==> src/epr_defs.svh <==
// Offsets, field positions, reset values and timing figures of the pulse regenerator
`ifndef EPR_DEFS_SVH
`define EPR_DEFS_SVH

// Register byte offsets
`define EPR_OFS_NUM 8'h00
`define EPR_OFS_DEN 8'h04
`define EPR_OFS_CTRL 8'h08
`define EPR_OFS_STATUS 8'h0c

// Widths
`define EPR_RATIO_W 19
`define EPR_ACC_W 24
`define EPR_PEND_W 8
`define EPR_RATE_W 8

// Ratio range
`define EPR_RATIO_MIN 19'h00001
`define EPR_RATIO_MAX 19'h40000

// Control fields
`define EPR_CTRL_INV_LSB 0
`define EPR_CTRL_LIMEN_BIT 2
`define EPR_CTRL_METHOD_BIT 3
`define EPR_CTRL_NETCYC_LSB 4

// Status fields
`define EPR_STAT_ERR_BIT 0
`define EPR_STAT_LIM_BIT 1
`define EPR_STAT_MODE_LSB 2
`define EPR_STAT_PEND_LSB 8

// Reset values
`define EPR_NUM_RST 19'h00001
`define EPR_DEN_RST 19'h00001
`define EPR_INV_RST 2'h0
`define EPR_NETCYC_RST 3'h1
`define EPR_NETCYC_FASTEST 3'h0

// Accumulator guard, keeps the remainder far from wrap
`define EPR_ACC_GUARD 24'sh400000

// Timing: clock rate and the top regenerated edge rate after times-4
`define EPR_CLK_MHZ 200
`define EPR_MAX_RATE_MPPS 4
`endif

==> src/epr_pkg.sv <==
// Types shared by the pulse regenerator modules
`include "epr_defs.svh"
package epr_pkg;
  typedef enum logic [2:0] {
    EPR_OFF = 3'h1,
    EPR_PASS = 3'h2,
    EPR_REGEN = 3'h4
  } epr_mode_type;

  typedef struct packed {
    logic a_q;
    logic b_q;
    logic step;
    logic up;
  } epr_dec_type;

  typedef struct packed {
    logic [1:0] phase;
    logic a;
    logic b;
  } epr_enc_type;

  typedef struct packed {
    epr_mode_type mode;
    logic [`EPR_RATIO_W-1:0] num;
    logic [`EPR_RATIO_W-1:0] den;
    logic [1:0] inv_sel;
    logic lim_en;
    logic method;
    logic [2:0] netcyc;
    logic signed [`EPR_ACC_W-1:0] acc;
    logic signed [`EPR_PEND_W-1:0] pend;
    logic [`EPR_RATE_W-1:0] rate_cnt;
    logic emit;
    logic emit_up;
    logic lim_hit;
    logic err;
    logic out_a;
    logic out_b;
    logic out_z;
    logic [31:0] rdata;
  } epr_state_type;
endpackage : epr_pkg

==> src/epr_pulse_regen.sv <==
// Pulse regenerator: scale movement divided into A/B quadrature for the host
`timescale 1ns/1ps
`include "epr_defs.svh"

// Contract
// - Report movement as A/B quadrature pulses
// - Division path passes the scale index through unchanged
// - Fastest network cycle forces regeneration off
// - Output counts equal numerator/denominator times input
// - Numerator and denominator accept 1 to 262144
// - Odd invert select inverts phase B when regenerating; pass-through ignores it
// - Scale position is always the source
// - Method 0 passes through, 1 rebuilds A/B
// - Output edge rate capped at 4 Mpps; pass-through outputs follow the scale edges uncapped
// - Limit check enable gates the error
// - Error raised when output limit detected
module epr_pulse_regen #(
  parameter int STEP_CYCLES = (`EPR_CLK_MHZ + `EPR_MAX_RATE_MPPS - 1) / `EPR_MAX_RATE_MPPS,
  parameter int PEND_MAX = 64
) (
  // Clock and reset
  input wire logic mclk,
  input wire logic rstn,
  // Register port
  input wire logic [7:0] reg_addr,
  input wire logic [31:0] reg_wdata,
  input wire logic reg_wr,
  input wire logic reg_rd,
  output logic [31:0] reg_rdata,
  // Feedback scale phases
  input wire logic scale_a,
  input wire logic scale_b,
  input wire logic scale_z,
  // Pulses to the host controller
  output logic pulse_out_a,
  output logic pulse_out_b,
  output logic pulse_out_z,
  // Error flag
  output logic regen_limit_error
);
  localparam logic [`EPR_RATE_W-1:0] RATE_RELOAD = `EPR_RATE_W'(STEP_CYCLES - 1);
  localparam logic signed [`EPR_PEND_W-1:0] PEND_HI = `EPR_PEND_W'(PEND_MAX);
  localparam logic signed [`EPR_PEND_W-1:0] PEND_LO = `EPR_PEND_W'(-PEND_MAX);

  // Parameter sanity
  if (STEP_CYCLES < 1 || STEP_CYCLES > 256) begin : g_bad_step
    $error("STEP_CYCLES out of range");
  end
  if (PEND_MAX < 1 || PEND_MAX > 127) begin : g_bad_pend
    $error("PEND_MAX out of range");
  end

  epr_pkg::epr_state_type st, st_nxt;
  logic dec_step;
  logic dec_up;
  logic enc_a;
  logic enc_b;
  logic [`EPR_RATIO_W-1:0] wval;
  logic wval_ok;
  logic signed [`EPR_ACC_W-1:0] num_s;
  logic signed [`EPR_ACC_W-1:0] den_s;
  logic signed [`EPR_ACC_W-1:0] acc_v;
  logic signed [`EPR_PEND_W-1:0] pend_v;
  logic lim_v;
  epr_pkg::epr_mode_type mode_v;

  // Scale edges are the only source of regenerated counts
  epr_quad_dec u_dec (
    .mclk(mclk),
    .rstn(rstn),
    .in_a(scale_a),
    .in_b(scale_b),
    .step(dec_step),
    .up(dec_up)
  );

  // Rate-limited steps become the regenerated phases
  epr_quad_enc u_enc (
    .mclk(mclk),
    .rstn(rstn),
    .step(st.emit),
    .up(st.emit_up),
    .out_a(enc_a),
    .out_b(enc_b)
  );

  // Write data checked against the ratio range
  assign wval = reg_wdata[`EPR_RATIO_W-1:0];
  assign wval_ok = (reg_wdata[31:`EPR_RATIO_W] == '0) && (wval >= `EPR_RATIO_MIN)
    && (wval <= `EPR_RATIO_MAX);
  assign num_s = signed'({{(`EPR_ACC_W-`EPR_RATIO_W){1'b0}}, st.num});
  assign den_s = signed'({{(`EPR_ACC_W-`EPR_RATIO_W){1'b0}}, st.den});

  // Next state of the whole block
  always_comb begin
    st_nxt = st;
    acc_v = st.acc;
    pend_v = st.pend;
    lim_v = 1'b0;
    mode_v = epr_pkg::EPR_OFF;
    st_nxt.rdata = '0;
    st_nxt.emit = 1'b0;

    // Register writes; out-of-range ratio values are ignored
    if (reg_wr) begin
      case (reg_addr)
        `EPR_OFS_NUM: begin
          if (wval_ok) begin
            st_nxt.num = wval;
          end
        end
        `EPR_OFS_DEN: begin
          if (wval_ok) begin
            st_nxt.den = wval;
          end
        end
        `EPR_OFS_CTRL: begin
          st_nxt.inv_sel = reg_wdata[`EPR_CTRL_INV_LSB +: 2];
          st_nxt.lim_en = reg_wdata[`EPR_CTRL_LIMEN_BIT];
          st_nxt.method = reg_wdata[`EPR_CTRL_METHOD_BIT];
          st_nxt.netcyc = reg_wdata[`EPR_CTRL_NETCYC_LSB +: 3];
        end
        default: begin
        end
      endcase
    end

    // Mode follows the settings; the fastest cycle overrides everything
    if (st.netcyc == `EPR_NETCYC_FASTEST) begin
      mode_v = epr_pkg::EPR_OFF;
    end else if (st.method) begin
      mode_v = epr_pkg::EPR_REGEN;
    end else begin
      mode_v = epr_pkg::EPR_PASS;
    end
    st_nxt.mode = mode_v;

    // Each scale count adds the numerator (up) or subtracts it (down); the guard keeps the sum from wrapping
    if (st.mode == epr_pkg::EPR_REGEN && dec_step) begin
      if (st.acc > `EPR_ACC_GUARD || st.acc < -`EPR_ACC_GUARD) begin
        lim_v = 1'b1;
      end else if (dec_up) begin
        acc_v = st.acc + num_s;
      end else begin
        acc_v = st.acc - num_s;
      end
    end

    // One denominator drained per cycle; the remainder stays in the sum
    if (st.acc >= den_s) begin
      if (st.pend < PEND_HI) begin
        acc_v = acc_v - den_s;
        pend_v = pend_v + 1'b1;
      end else begin
        lim_v = 1'b1;
      end
    end else if (st.acc <= -den_s) begin
      if (st.pend > PEND_LO) begin
        acc_v = acc_v + den_s;
        pend_v = pend_v - 1'b1;
      end else begin
        lim_v = 1'b1;
      end
    end

    // Edges leave no faster than the rate cap; backlog waits in pend
    if (st.rate_cnt != '0) begin
      st_nxt.rate_cnt = st.rate_cnt - 1'b1;
    end else if (st.pend != '0) begin
      st_nxt.emit = 1'b1;
      st_nxt.emit_up = ~st.pend[`EPR_PEND_W-1];
      st_nxt.rate_cnt = RATE_RELOAD;
      pend_v = st.pend[`EPR_PEND_W-1] ? pend_v + 1'b1 : pend_v - 1'b1;
    end
    st_nxt.acc = acc_v;
    st_nxt.pend = pend_v;

    // A mode change starts from a clean remainder and backlog
    if (mode_v != st.mode || st.mode != epr_pkg::EPR_REGEN) begin
      st_nxt.acc = '0;
      st_nxt.pend = '0;
      st_nxt.rate_cnt = '0;
      st_nxt.emit = 1'b0;
      lim_v = 1'b0;
    end

    // Sticky error: limit sets it only when enabled, set beats clear
    st_nxt.lim_hit = lim_v;
    if (reg_wr && reg_addr == `EPR_OFS_STATUS && reg_wdata[`EPR_STAT_ERR_BIT]) begin
      st_nxt.err = 1'b0;
    end
    if (lim_v && st.lim_en) begin
      st_nxt.err = 1'b1;
    end

    // Output select; the division path carries the scale index unchanged
    case (st.mode)
      epr_pkg::EPR_PASS: begin
        st_nxt.out_a = scale_a;
        st_nxt.out_b = scale_b;
        st_nxt.out_z = scale_z;
      end
      epr_pkg::EPR_REGEN: begin
        st_nxt.out_a = enc_a;
        st_nxt.out_b = enc_b ^ st.inv_sel[0];
        st_nxt.out_z = scale_z;
      end
      default: begin
        st_nxt.out_a = 1'b0;
        st_nxt.out_b = 1'b0;
        st_nxt.out_z = 1'b0;
      end
    endcase

    // Read data stands in the cycle after the strobe only
    if (reg_rd) begin
      case (reg_addr)
        `EPR_OFS_NUM: st_nxt.rdata = {{(32-`EPR_RATIO_W){1'b0}}, st.num};
        `EPR_OFS_DEN: st_nxt.rdata = {{(32-`EPR_RATIO_W){1'b0}}, st.den};
        `EPR_OFS_CTRL: begin
          st_nxt.rdata[`EPR_CTRL_INV_LSB +: 2] = st.inv_sel;
          st_nxt.rdata[`EPR_CTRL_LIMEN_BIT] = st.lim_en;
          st_nxt.rdata[`EPR_CTRL_METHOD_BIT] = st.method;
          st_nxt.rdata[`EPR_CTRL_NETCYC_LSB +: 3] = st.netcyc;
        end
        `EPR_OFS_STATUS: begin
          st_nxt.rdata[`EPR_STAT_ERR_BIT] = st.err;
          st_nxt.rdata[`EPR_STAT_LIM_BIT] = st.lim_hit;
          st_nxt.rdata[`EPR_STAT_MODE_LSB +: 3] = st.mode;
          st_nxt.rdata[`EPR_STAT_PEND_LSB +: `EPR_PEND_W] = st.pend;
        end
        default: st_nxt.rdata = '0;
      endcase
    end
  end

  // State register; reset leaves regeneration off with a 1/1 ratio
  always_ff @(posedge mclk or negedge rstn) begin
    if (!rstn) begin
      st <= '0;
      st.mode <= epr_pkg::EPR_OFF;
      st.num <= `EPR_NUM_RST;
      st.den <= `EPR_DEN_RST;
      st.inv_sel <= `EPR_INV_RST;
      st.netcyc <= `EPR_NETCYC_RST;
    end else begin
      st <= st_nxt;
    end
  end

  // Outputs straight from flip-flops
  assign reg_rdata = st.rdata;
  assign pulse_out_a = st.out_a;
  assign pulse_out_b = st.out_b;
  assign pulse_out_z = st.out_z;
  assign regen_limit_error = st.err;

  // Helper: cycles since the last emitted edge, saturating
  logic [8:0] gap_cnt;
  always_ff @(posedge mclk or negedge rstn) begin
    if (!rstn) begin
      gap_cnt <= 9'h1ff;
    end else if (st.emit) begin
      gap_cnt <= 9'h000;
    end else if (gap_cnt != 9'h1ff) begin
      gap_cnt <= gap_cnt + 9'h001;
    end
  end

  AST_OFF_FORCED: assert property (@(posedge mclk) disable iff (!rstn)
    (st.netcyc == `EPR_NETCYC_FASTEST) && ($past(st.netcyc) == `EPR_NETCYC_FASTEST)
    |=> (st.mode == epr_pkg::EPR_OFF) ##1 (!pulse_out_a && !pulse_out_b && !pulse_out_z))
    else $error("regeneration not forced off");

  AST_RATIO_RANGE: assert property (@(posedge mclk) disable iff (!rstn)
    (st.num >= `EPR_RATIO_MIN) && (st.num <= `EPR_RATIO_MAX)
    && (st.den >= `EPR_RATIO_MIN) && (st.den <= `EPR_RATIO_MAX))
    else $error("ratio setting out of range");

  AST_RATE_CAP: assert property (@(posedge mclk) disable iff (!rstn)
    st.emit |-> (gap_cnt >= 9'(STEP_CYCLES - 1)))
    else $error("edges closer than rate cap");

  AST_ERR_GATED: assert property (@(posedge mclk) disable iff (!rstn)
    $rose(st.err) |-> $past(st.lim_en) && st.lim_hit)
    else $error("error raised while check disabled");

  AST_ERR_ON_LIMIT: assert property (@(posedge mclk) disable iff (!rstn)
    (st.lim_hit && $past(st.lim_en)) |-> st.err)
    else $error("limit seen but error not raised");

  AST_PASS_DIRECT: assert property (@(posedge mclk) disable iff (!rstn)
    (st.mode == epr_pkg::EPR_PASS) |=> (pulse_out_a == $past(scale_a))
    && (pulse_out_b == $past(scale_b)) && (pulse_out_z == $past(scale_z)))
    else $error("pass-through mismatch");

  AST_REGEN_Z: assert property (@(posedge mclk) disable iff (!rstn)
    (st.mode == epr_pkg::EPR_REGEN) |=> (pulse_out_z == $past(scale_z)) && (pulse_out_a == $past(enc_a)))
    else $error("index disturbed by division path");

  AST_B_INVERT: assert property (@(posedge mclk) disable iff (!rstn)
    (st.mode == epr_pkg::EPR_REGEN) |=> (pulse_out_b == ($past(enc_b) ^ $past(st.inv_sel[0]))))
    else $error("phase B logic wrong");

  AST_REMAINDER_KEPT: assert property (@(posedge mclk) disable iff (!rstn)
    (st.mode == epr_pkg::EPR_REGEN) && $stable(st.mode) && (mode_v == epr_pkg::EPR_REGEN) && !dec_step
    && (st.acc < den_s) && (st.acc > -den_s) && !reg_wr |=> $stable(st.acc))
    else $error("remainder lost");

  AST_RATIO_STEP: assert property (@(posedge mclk) disable iff (!rstn)
    (st.mode == epr_pkg::EPR_REGEN) && (mode_v == epr_pkg::EPR_REGEN) && dec_step && dec_up
    && (st.acc == '0) && (st.pend == '0) && (st.num >= st.den) && !reg_wr
    |-> ##2 ((st.pend != '0) || st.emit))
    else $error("count not carried to output");

  COV_EMIT: cover property (@(posedge mclk) disable iff (!rstn) st.emit ##[1:300] st.emit);
  COV_ERR: cover property (@(posedge mclk) disable iff (!rstn) $rose(st.err));
  COV_PASS: cover property (@(posedge mclk) disable iff (!rstn) st.mode == epr_pkg::EPR_PASS);
  COV_OFF: cover property (@(posedge mclk) disable iff (!rstn)
    (st.mode == epr_pkg::EPR_REGEN) ##1 (st.mode == epr_pkg::EPR_OFF));
endmodule : epr_pulse_regen

==> src/epr_quad_dec.sv <==
// Times-4 quadrature decoder: one step pulse per valid scale edge
`timescale 1ns/1ps
module epr_quad_dec (
  // Clock and reset
  input wire logic mclk,
  input wire logic rstn,
  // Scale phases
  input wire logic in_a,
  input wire logic in_b,
  // Decoded count
  output logic step,
  output logic up
);
  epr_pkg::epr_dec_type st, st_nxt;

  // Edge of either phase is one count; both changing at once is dropped
  always_comb begin
    st_nxt = st;
    st_nxt.a_q = in_a;
    st_nxt.b_q = in_b;
    st_nxt.step = (in_a ^ st.a_q) ^ (in_b ^ st.b_q);
    // A edge: up when A now differs from B; B edge: up when B now equals A
    st_nxt.up = (in_a ^ st.a_q) ? (in_a ^ st.b_q) : ~(in_b ^ st.a_q);
  end

  always_ff @(posedge mclk or negedge rstn) begin
    if (!rstn) begin
      st <= '0;
    end else begin
      st <= st_nxt;
    end
  end

  assign step = st.step;
  assign up = st.up;
endmodule : epr_quad_dec

==> src/epr_quad_enc.sv <==
// Quadrature encoder: one output edge per step pulse, A leads B when counting up
`timescale 1ns/1ps
module epr_quad_enc (
  // Clock and reset
  input wire logic mclk,
  input wire logic rstn,
  // Step request
  input wire logic step,
  input wire logic up,
  // Phases
  output logic out_a,
  output logic out_b
);
  epr_pkg::epr_enc_type st, st_nxt;

  // Phase walks 00,10,11,01 upward; gray order keeps one edge per step
  always_comb begin
    st_nxt = st;
    if (step) begin
      st_nxt.phase = up ? st.phase + 2'h1 : st.phase - 2'h1;
    end
    st_nxt.a = st_nxt.phase[0] ^ st_nxt.phase[1];
    st_nxt.b = st_nxt.phase[1];
  end

  always_ff @(posedge mclk or negedge rstn) begin
    if (!rstn) begin
      st <= '0;
    end else begin
      st <= st_nxt;
    end
  end

  assign out_a = st.a;
  assign out_b = st.b;
endmodule : epr_quad_enc

==> config.mk <==
export PLATFORM = sky130hd
export DESIGN_NAME = epr_pulse_regen
export DESIGN_NICKNAME = d
export VERILOG_FILES = /design/src/epr_pkg.sv /design/src/epr_pulse_regen.sv /design/src/epr_quad_dec.sv /design/src/epr_quad_enc.sv
export VERILOG_INCLUDE_DIRS = /design/src
export SDC_FILE = /design/constraint.sdc
export NUM_CORES = 1
export LEC_CHECK = 0
export BUFFER_PORTS_ARGS = -buffer_cell sky130_fd_sc_hd__buf_2
export CAP_MARGIN = 20
export CELL_PAD_IN_SITES_DETAIL_PLACEMENT = 1
export CELL_PAD_IN_SITES_GLOBAL_PLACEMENT = 1
export CORE_ASPECT_RATIO = 0.8
export CORE_MARGIN = 1
export CORE_UTILIZATION = 43
export CTS_CLUSTER_DIAMETER = 40
export CTS_CLUSTER_SIZE = 25
export DETAILED_ROUTE_END_ITERATION = 6
export GPL_TIMING_DRIVEN = 0
export PLACE_DENSITY_LB_ADDON = 0.1
export SYNTH_ARGS = -nofsm -noshare
export SYNTH_HDL_FRONTEND = slang
export SYNTH_SLANG_ARGS = --single-unit
==> constraint.sdc <==
create_clock -name mclk -period 5.5 [get_ports mclk]
set_clock_uncertainty 0.2 [all_clocks]
set_input_delay 0.825 -clock mclk [delete_from_list [all_inputs] [get_ports mclk]]
set_output_delay 0.825 -clock mclk [all_outputs]
set_load 0.02 [all_outputs]
==> impl_metrics.py, run 1 <==
metrics = {
    "setup_path": {
        "cp_slowest_stage_delay_ns": 0.46,
        "r2r_slack_ns": -0.53,
        "worstReg2RegStart": "den_s[2]",
        "path_buf_inv": 5,
        "cpMaxStageDelayCell": "dfrtp_2",
        "startpoint": "den_s[2]",
        "arrival_ns": 6.17,
        "cp_max_fo": 5,
        "end_kind": "flip-flop",
        "r2r_end": "st[54]",
        "crit_end": "st[54]",
        "cp_data_required_time_ns": 5.63,
        "r2r_cells": 28,
        "crit_family": "simple AND/OR/NAND/NOR gates",
        "crit_type": "reg2reg",
        "start_kind": "flip-flop",
        "crit_cells": 28,
    },
    "die": {
        "num_rows": 52,
        "ios": 83,
        "die_h_um": 145,
        "start_util_pct": 43.7,
        "die_area_um2": 26300,
        "core_region_area_um2": 25200,
        "die_w_um": 181,
    },
    "clocking": {
        "cts_tree": "yes",
        "clk_pin_slew_ns": 0.07,
        "cts_buffer_depth": 2,
        "h-tree-depth": 4,
        "clock_latency_ns": 0.44,
        "cts_root_buf": "clkbuf_16",
        "clkSinkCount": 121,
        "cts_made_buffers": 17,
    },
    "run": {
        "maxCapViolCount": 0,
    },
    "pwr": {
        "combPwrFrac_pct": 4.9,
        "ir_drop_mv": 0.206,
        "power.total_w": 0.00207,
        "power.density_nw_per_um2": 148,
        "switching_share_pct": 26.4,
        "pwr-share-clk_pct": 51.3,
        "seq_power_share_pct": 43.7,
        "p_leak_nw": 6.66,
        "switching_power_w": 0.000548,
        "p_int_w": 0.00153,
    },
    "detailed_routing": {
        "drc": 0,
        "wirelength_um": 43800,
        "wl_per_cell_um": 24.5,
        "via_per_inst": 6.20,
        "drtIter0Drc": 882,
        "dr.pass1.iters": 5,
        "via_count": 11100,
        "ant_nets": 0,
    },
    "synthesis": {
        "async_reset_ff_share_pct": 100,
        "postSynthAreaPerCell_um2": 8.57,
        "ys_ff_latch": 121,
        "synth_area_leaders": "dfrtp_1 (27%), ha_1 (13%), mux2_2 (5.3%)",
        "syn_inst": 1288,
        "yosysTopAreaCell": "dfrtp_1",
        "yosys_most_used_dff": "dfrtp_1",
        "synth_area_um2": 11000,
        "ys_seq_area_share_pct": 27.5,
        "yosysWarnings": 0,
        "yosys.area.top_type_share_pct": 26.5,
        "synth_edf_count": 0,
        "synth_cell_types": 80,
    },
    "sta": {
        "slew_viol_final": 0,
        "setup-violations-final": 10,
        "max_slew_margin_pct": 45.8,
        "hold_viol_final": 0,
        "setup_slack_ns": -0.534,
        "setup-tns-final_ns": -1.79,
        "fmax_mhz": 166,
        "worst_pin_slew_ns": 0.813,
        "rsz0062_at_grt": "yes",
        "fin_crit_sh_pct": 110,
        "min_period_ns": 6.03,
    },
    "min_path": {
        "hp-class": "in2async",
    },
    "cells_and_area": {
        "multi_input_area_um2": 8370,
        "diodes": 0,
        "layout-drive-gt1-share_pct": 30.5,
        "area_delta_synth_final_pct": 26.9,
        "regArea_um2": 3050,
        "nFillCells": 2931,
        "fin_nets": 1623,
    },
    "run_status": {
        "failed_checks": "negative setup slack",
        "status": "finished with violations",
    },
    "global_route": {
        "grt_overflow": 0,
        "grt_use_total_pct": 32.1,
        "grt_pass1_wl_um": 64400,
        "antenna_found_initial": 0,
        "grt_max_degree": 88,
        "grt_pass1_vias": 11000,
    },
    "placement": {
        "io_buffers": 68,
        "place_hpwl_um": 30600,
        "gp_congestion": 0.923,
    },
}
[power groups by stage]
| stage | clock [W] | sequential, W | combinational (W) |
|---|---|---|---|
| floorplan | 0 | 0.000920 | 0.0000435 |
| detailed placement | 0 | 0.000922 | 0.000100 |
| global route | 0.00111 | 0.000907 | 0.000113 |
| global placement | 0 | 0.000922 | 0.0000952 |
| finish | 0.00107 | 0.000907 | 0.000102 |
| CTS | 0.00107 | 0.000906 | 0.000102 |
[worst min-delay path by stage]
stage           start         to  slack [ns]  cells after the start
6_report         rstn  den_s[13]        0.07                      1
4_1_cts          rstn  den_s[13]        0.08                      1
3_3_place_gp   st[82]    st[125]        0.25                      1
5_1_grt          rstn  num_s[15]         0.1                      1
3_5_place_dp   st[82]    st[125]        0.26                      1
2_1_floorplan  st[80]    st[124]        0.21                      1
[flip-flops by register name, summed over array words and instances, names as in the netlist]
name               cells
reg_rdata             19
u_enc.out_b            1
st                    53
pulse_out_z            1
regen_limit_error      1
pulse_out_a            1
u_enc.out_a            1
den_s                 19
pulse_out_b            1
u_dec.step             1
u_dec.up               1
u_enc.st               1
u_dec.st               2
num_s                 19
[Yosys cell counts (33+ instances only)]
| master | number |
|---|---|
| nor2_1 | 134 |
| ha_1 | 116 |
| mux2_2 | 52 |
| inv_1 | 64 |
| xnor2_1 | 41 |
| nor3_1 | 40 |
| a21oi_1 | 106 |
| clkbuf_1 | 39 |
| dfrtp_1 | 117 |
| xor2_1 | 33 |
| o21ai_0 | 62 |
| nor4_1 | 33 |
| nand2_1 | 76 |
[cell usage in the layout (no fill, tap or decap), types with 10 or more instances in the layout]
cell       Yosys  layout
nor2b_1       15      14
inv_1         64      57
ha_1         116      98
clkbuf_16      0      17
nand2b_1      16      16
a21o_1        11      11
xnor2_1       41      38
nor3_1        40      32
ha_4           0      12
a21oi_2        0      10
clkbuf_1      39      24
conb_1         1      13
o221ai_1      12      12
dfrtp_1      117     107
nor2_1       134     124
o21a_1        13      13
dfrtp_2        0      10
a221o_1       13      13
nand2_1       76      71
nor4_1        33      21
mux2_2        52      51
mux2i_1       18      18
buf_4         32     103
buf_2          6      73
xor2_1        33      31
nand4_1       10      10
o21ai_0       62      40
nand3_1       30      24
a21oi_1      106      92
o21ai_2        0      17
a211oi_1      19      13
[per-stage QoR]
stage / setup slack (ns) / utilization (%) / instance area (um2) / cells / hold slack, ns
after detailed placement: -1.63 / 47.1 / 11900 / 1693 / 0.262
after floorplan: 0.00308 / - / 11100 / 1300 / 0.207
after global placement: -1.59 / 46.9 / 11800 / 1692 / 0.250
after CTS: -0.279 / 53.0 / 13400 / 1763 / 0.0820
after global routing: -0.692 / 55.5 / 14000 / 1793 / 0.0953
final: -0.534 / 55.5 / 14000 / 1793 / 0.0718
[per-layer routing]
metal  vias to the layer above  track usage (%)  part of all wire, %
met1                      5608             45.8                   46
met5                         -                0                    0
li1                       5027                -                    -
met3                        71             6.10                  6.7
met4                         0             9.75                  2.5
met2                       407             48.9                   45
[kinds of logic (layout without fill, tap and decap cells)]
| kind of cell | Yosys count | after routing | synth area share [%] |
|---|---|---|---|
| muxes | 74 | 74 | 7.76 |
| other | 1 | 13 | 0.0340 |
| buffers and inverters | 146 | 315 | 6.12 |
| xor gates and xnor gates | 74 | 74 | 5.87 |
| AOI/OAI and AO/OA | 343 | 343 | 20.8 |
| adders and majority gates | 120 | 120 | 13.9 |
| DFF | 121 | 121 | 27.5 |
| and+or+nand+nor | 409 | 409 | 18.1 |
[final cells by class]
class / instances / area share, %
flip-flops and latches: 121 / 21.8
inverters: 64 / 1.79
clock inverters: 13 / 0.679
plain buffers: 73 / 3.01
clock buffers: 19 / 3.16
multi-input cells: 1033 / 59.7
repair buffers: 146 / 6.96
well taps: 324 / 2.90
[what timing repair did]
item | 4_1_cts | 5_1_grt
hold buffers | 0 | 0
pin swaps | 53 | 80
resized for setup | 159 | 91
setup endpoints to repair | 29 | 16
setup buffers | 46 | 31
Note: power is estimated with default switching activity, not from simulation.
==> run 2, diff against run 1 <==
Settings changed: BUFFER_PORTS_ARGS -buffer_cell sky130_fd_sc_hd__buf_2 to not set, CORE_UTILIZATION 43 to 45, DONT_BUFFER_PORTS set to 1.
==> run 2 against run 1 <==
The run still ends with negative setup slack left. Via count shrank 1.7%. Routed wire length shrank 2.1%. Global-route usage grew 1.9 points. Core utilization grew 0.86 points. Combinational power shrank 28%. Critical path depth shrank 10. Register-to-register slack gained 0.04 ns. Critical endpoint is now st[78]. Largest power group unchanged. Highest routed layer unchanged.
==> impl_metrics.py, run 2 (synthesis gave the netlist of run 1 again) <==
metrics = {
    "clocking": {
        "clkSinkCount": 121,
        "cts_made_buffers": 17,
        "cts_buffer_depth": 2,
        "cts_tree": "yes",
        "clk_pin_slew_ns": 0.06,
        "cts_root_buf": "clkbuf_16",
        "clock_latency_ns": 0.43,
        "h-tree-depth": 4,
    },
    "pwr": {
        "ir_drop_mv": 0.197,
        "power.total_w": 0.00213,
        "power.density_nw_per_um2": 160,
        "p_leak_nw": 6.25,
    },
    "die": {
        "start_util_pct": 46.5,
        "die_w_um": 177,
        "die_h_um": 142,
        "die_area_um2": 25200,
        "ios": 83,
        "core_region_area_um2": 23700,
        "num_rows": 50,
    },
    "setup_path": {
        "end_kind": "flip-flop",
        "startpoint": "st[74]",
        "start_kind": "flip-flop",
        "arrival_ns": 6.07,
        "cp_data_required_time_ns": 5.58,
        "r2r_slack_ns": -0.50,
        "cp_max_fo": 10,
        "crit_type": "reg2reg",
        "worstReg2RegStart": "st[74]",
    },
    "cells_and_area": {
        "largest-register": "st",
        "multi_input_area_um2": 8080,
        "largest_reg_flops": 53,
        "regArea_um2": 3040,
        "final_area_um2": 13400,
        "diodes": 0,
        "nFillCells": 2754,
        "layout_common_cells": "nor2_1 (125), dfrtp_1 (110), ha_1 (98), buf_4 (97), a21oi_1 (95)",
        "final_common_cell": "nor2_1",
        "area_delta_synth_final_pct": 21.0,
        "fin_nets": 1550,
        "final_util_pct": 56.3,
        "layout-drive-gt1-share_pct": 24.9,
    },
    "placement": {
        "post_dp_cell_area_um2": 11500,
        "preCtsSetupSlack_ns": -1.67,
        "io_buffers": 0,
        "place_hpwl_um": 29800,
        "gp_congestion": 0.910,
    },
    "global_route": {
        "grt_use_total_pct": 34.0,
        "grt_pass1_wl_um": 64800,
        "grt_overflow": 0,
        "grt_max_degree": 118,
        "antenna_found_initial": 0,
        "grt_pass1_vias": 11100,
    },
    "sta": {
        "fin_crit_sh_pct": 109,
        "hold_viol_final": 0,
        "setup_slack_ns": -0.498,
        "setup-violations-final": 12,
        "slew_viol_final": 0,
        "min_period_ns": 6.00,
        "rsz0062_at_grt": "yes",
        "fmax_mhz": 167,
        "holdWs_ns": 0.0410,
        "max_slew_margin_pct": 40.1,
        "worst_pin_slew_ns": 0.898,
    },
    "detailed_routing": {
        "wirelength_um": 42900,
        "wl_per_cell_um": 25.1,
        "via_per_inst": 6.40,
        "via_count": 10900,
        "drtIter0Drc": 843,
        "dr.pass1.iters": 5,
        "ant_nets": 0,
        "drc": 0,
    },
    "min_path": {
        "hp-class": "in2async",
    },
    "run": {
        "maxCapViolCount": 0,
    },
    "run_status": {
        "failed_checks": "negative setup slack",
        "status": "finished with violations",
    },
}
[run 2: final cells by class]
class | count | share of cell area [%]
Buffer | 73 | 3.17
Clock buffer | 18 | 3.21
Clock inverter | 14 | 1.10
Inverter | 64 | 1.87
Multi-Input combinational cell | 1033 | 60.5
Sequential cell | 121 | 22.8
Tap cell | 312 | 2.92
Timing Repair Buffer | 73 | 4.45
[run 2: worst paths after layout]
kind                               end  cells after the start
min in group mclk          u_dec.st[2]                      0
max in group asynchronous       st[75]                      1
max                             st[78]                     18
min reg2reg                    st[125]                      1
min                            st[124]                      0
max reg2reg                     st[78]                     18
[run 2: worst max-delay path, stage by stage, from the launching register on]
cell and delay, ns:
dfrtp_1 0.49, nor3_1 0.63, nand4_1 0.18, o21ai_1 0.29, nand3_1 0.27, clkbuf_1 0.35, o31ai_2 0.57, ha_1 0.33
clkbuf_1 0.22, or3_1 0.41, o22ai_1 0.32, o41a_1 0.39, a21oi_4 0.12, o41ai_4 0.40, nand3_2 0.14, nor4_2 0.18
a31oi_1 0.09, xnor2_1 0.21, nor2_1 0.06
[run 2: power by group]
group	internal [W]	total, W	switching (W)
registers	0.000899	0.000907	0.00000803
clock network	0.000670	0.00115	0.000479
logic	0.0000241	0.0000737	0.0000496
total	0.00159	0.00213	0.000537
[run 2: repair_timing]
| action | 4_1_cts | 5_1_grt |
|---|---|---|
| pin swaps | 61 | 55 |
| endpoints found under the hold margin | 117 | 0 |
| hold buffers | 1 | 0 |
| endpoints found under the setup margin | 29 | 18 |
| setup buffers | 49 | 25 |
| resized for setup | 129 | 66 |
[run 2: per-layer routing]
| metal | vias to the layer above | global-route usage [%] | part of all wire, % |
|---|---|---|---|
| met5 | - | 0 | 0 |
| met4 | 0 | 9.57 | 2.4 |
| met3 | 65 | 6.17 | 7.2 |
| met2 | 420 | 53.6 | 45 |
| met1 | 5550 | 47.4 | 45 |
| li1 | 4888 | - | - |
[run 2: stage by stage]
stage / cells / TNS (ns)
after global placement: 1612 / -17.17
after detailed placement: 1612 / -18.43
after global routing: 1708 / -6.64
final: 1708 / -3.35
after CTS: 1688 / -2.83
after floorplan: 1300 / 0
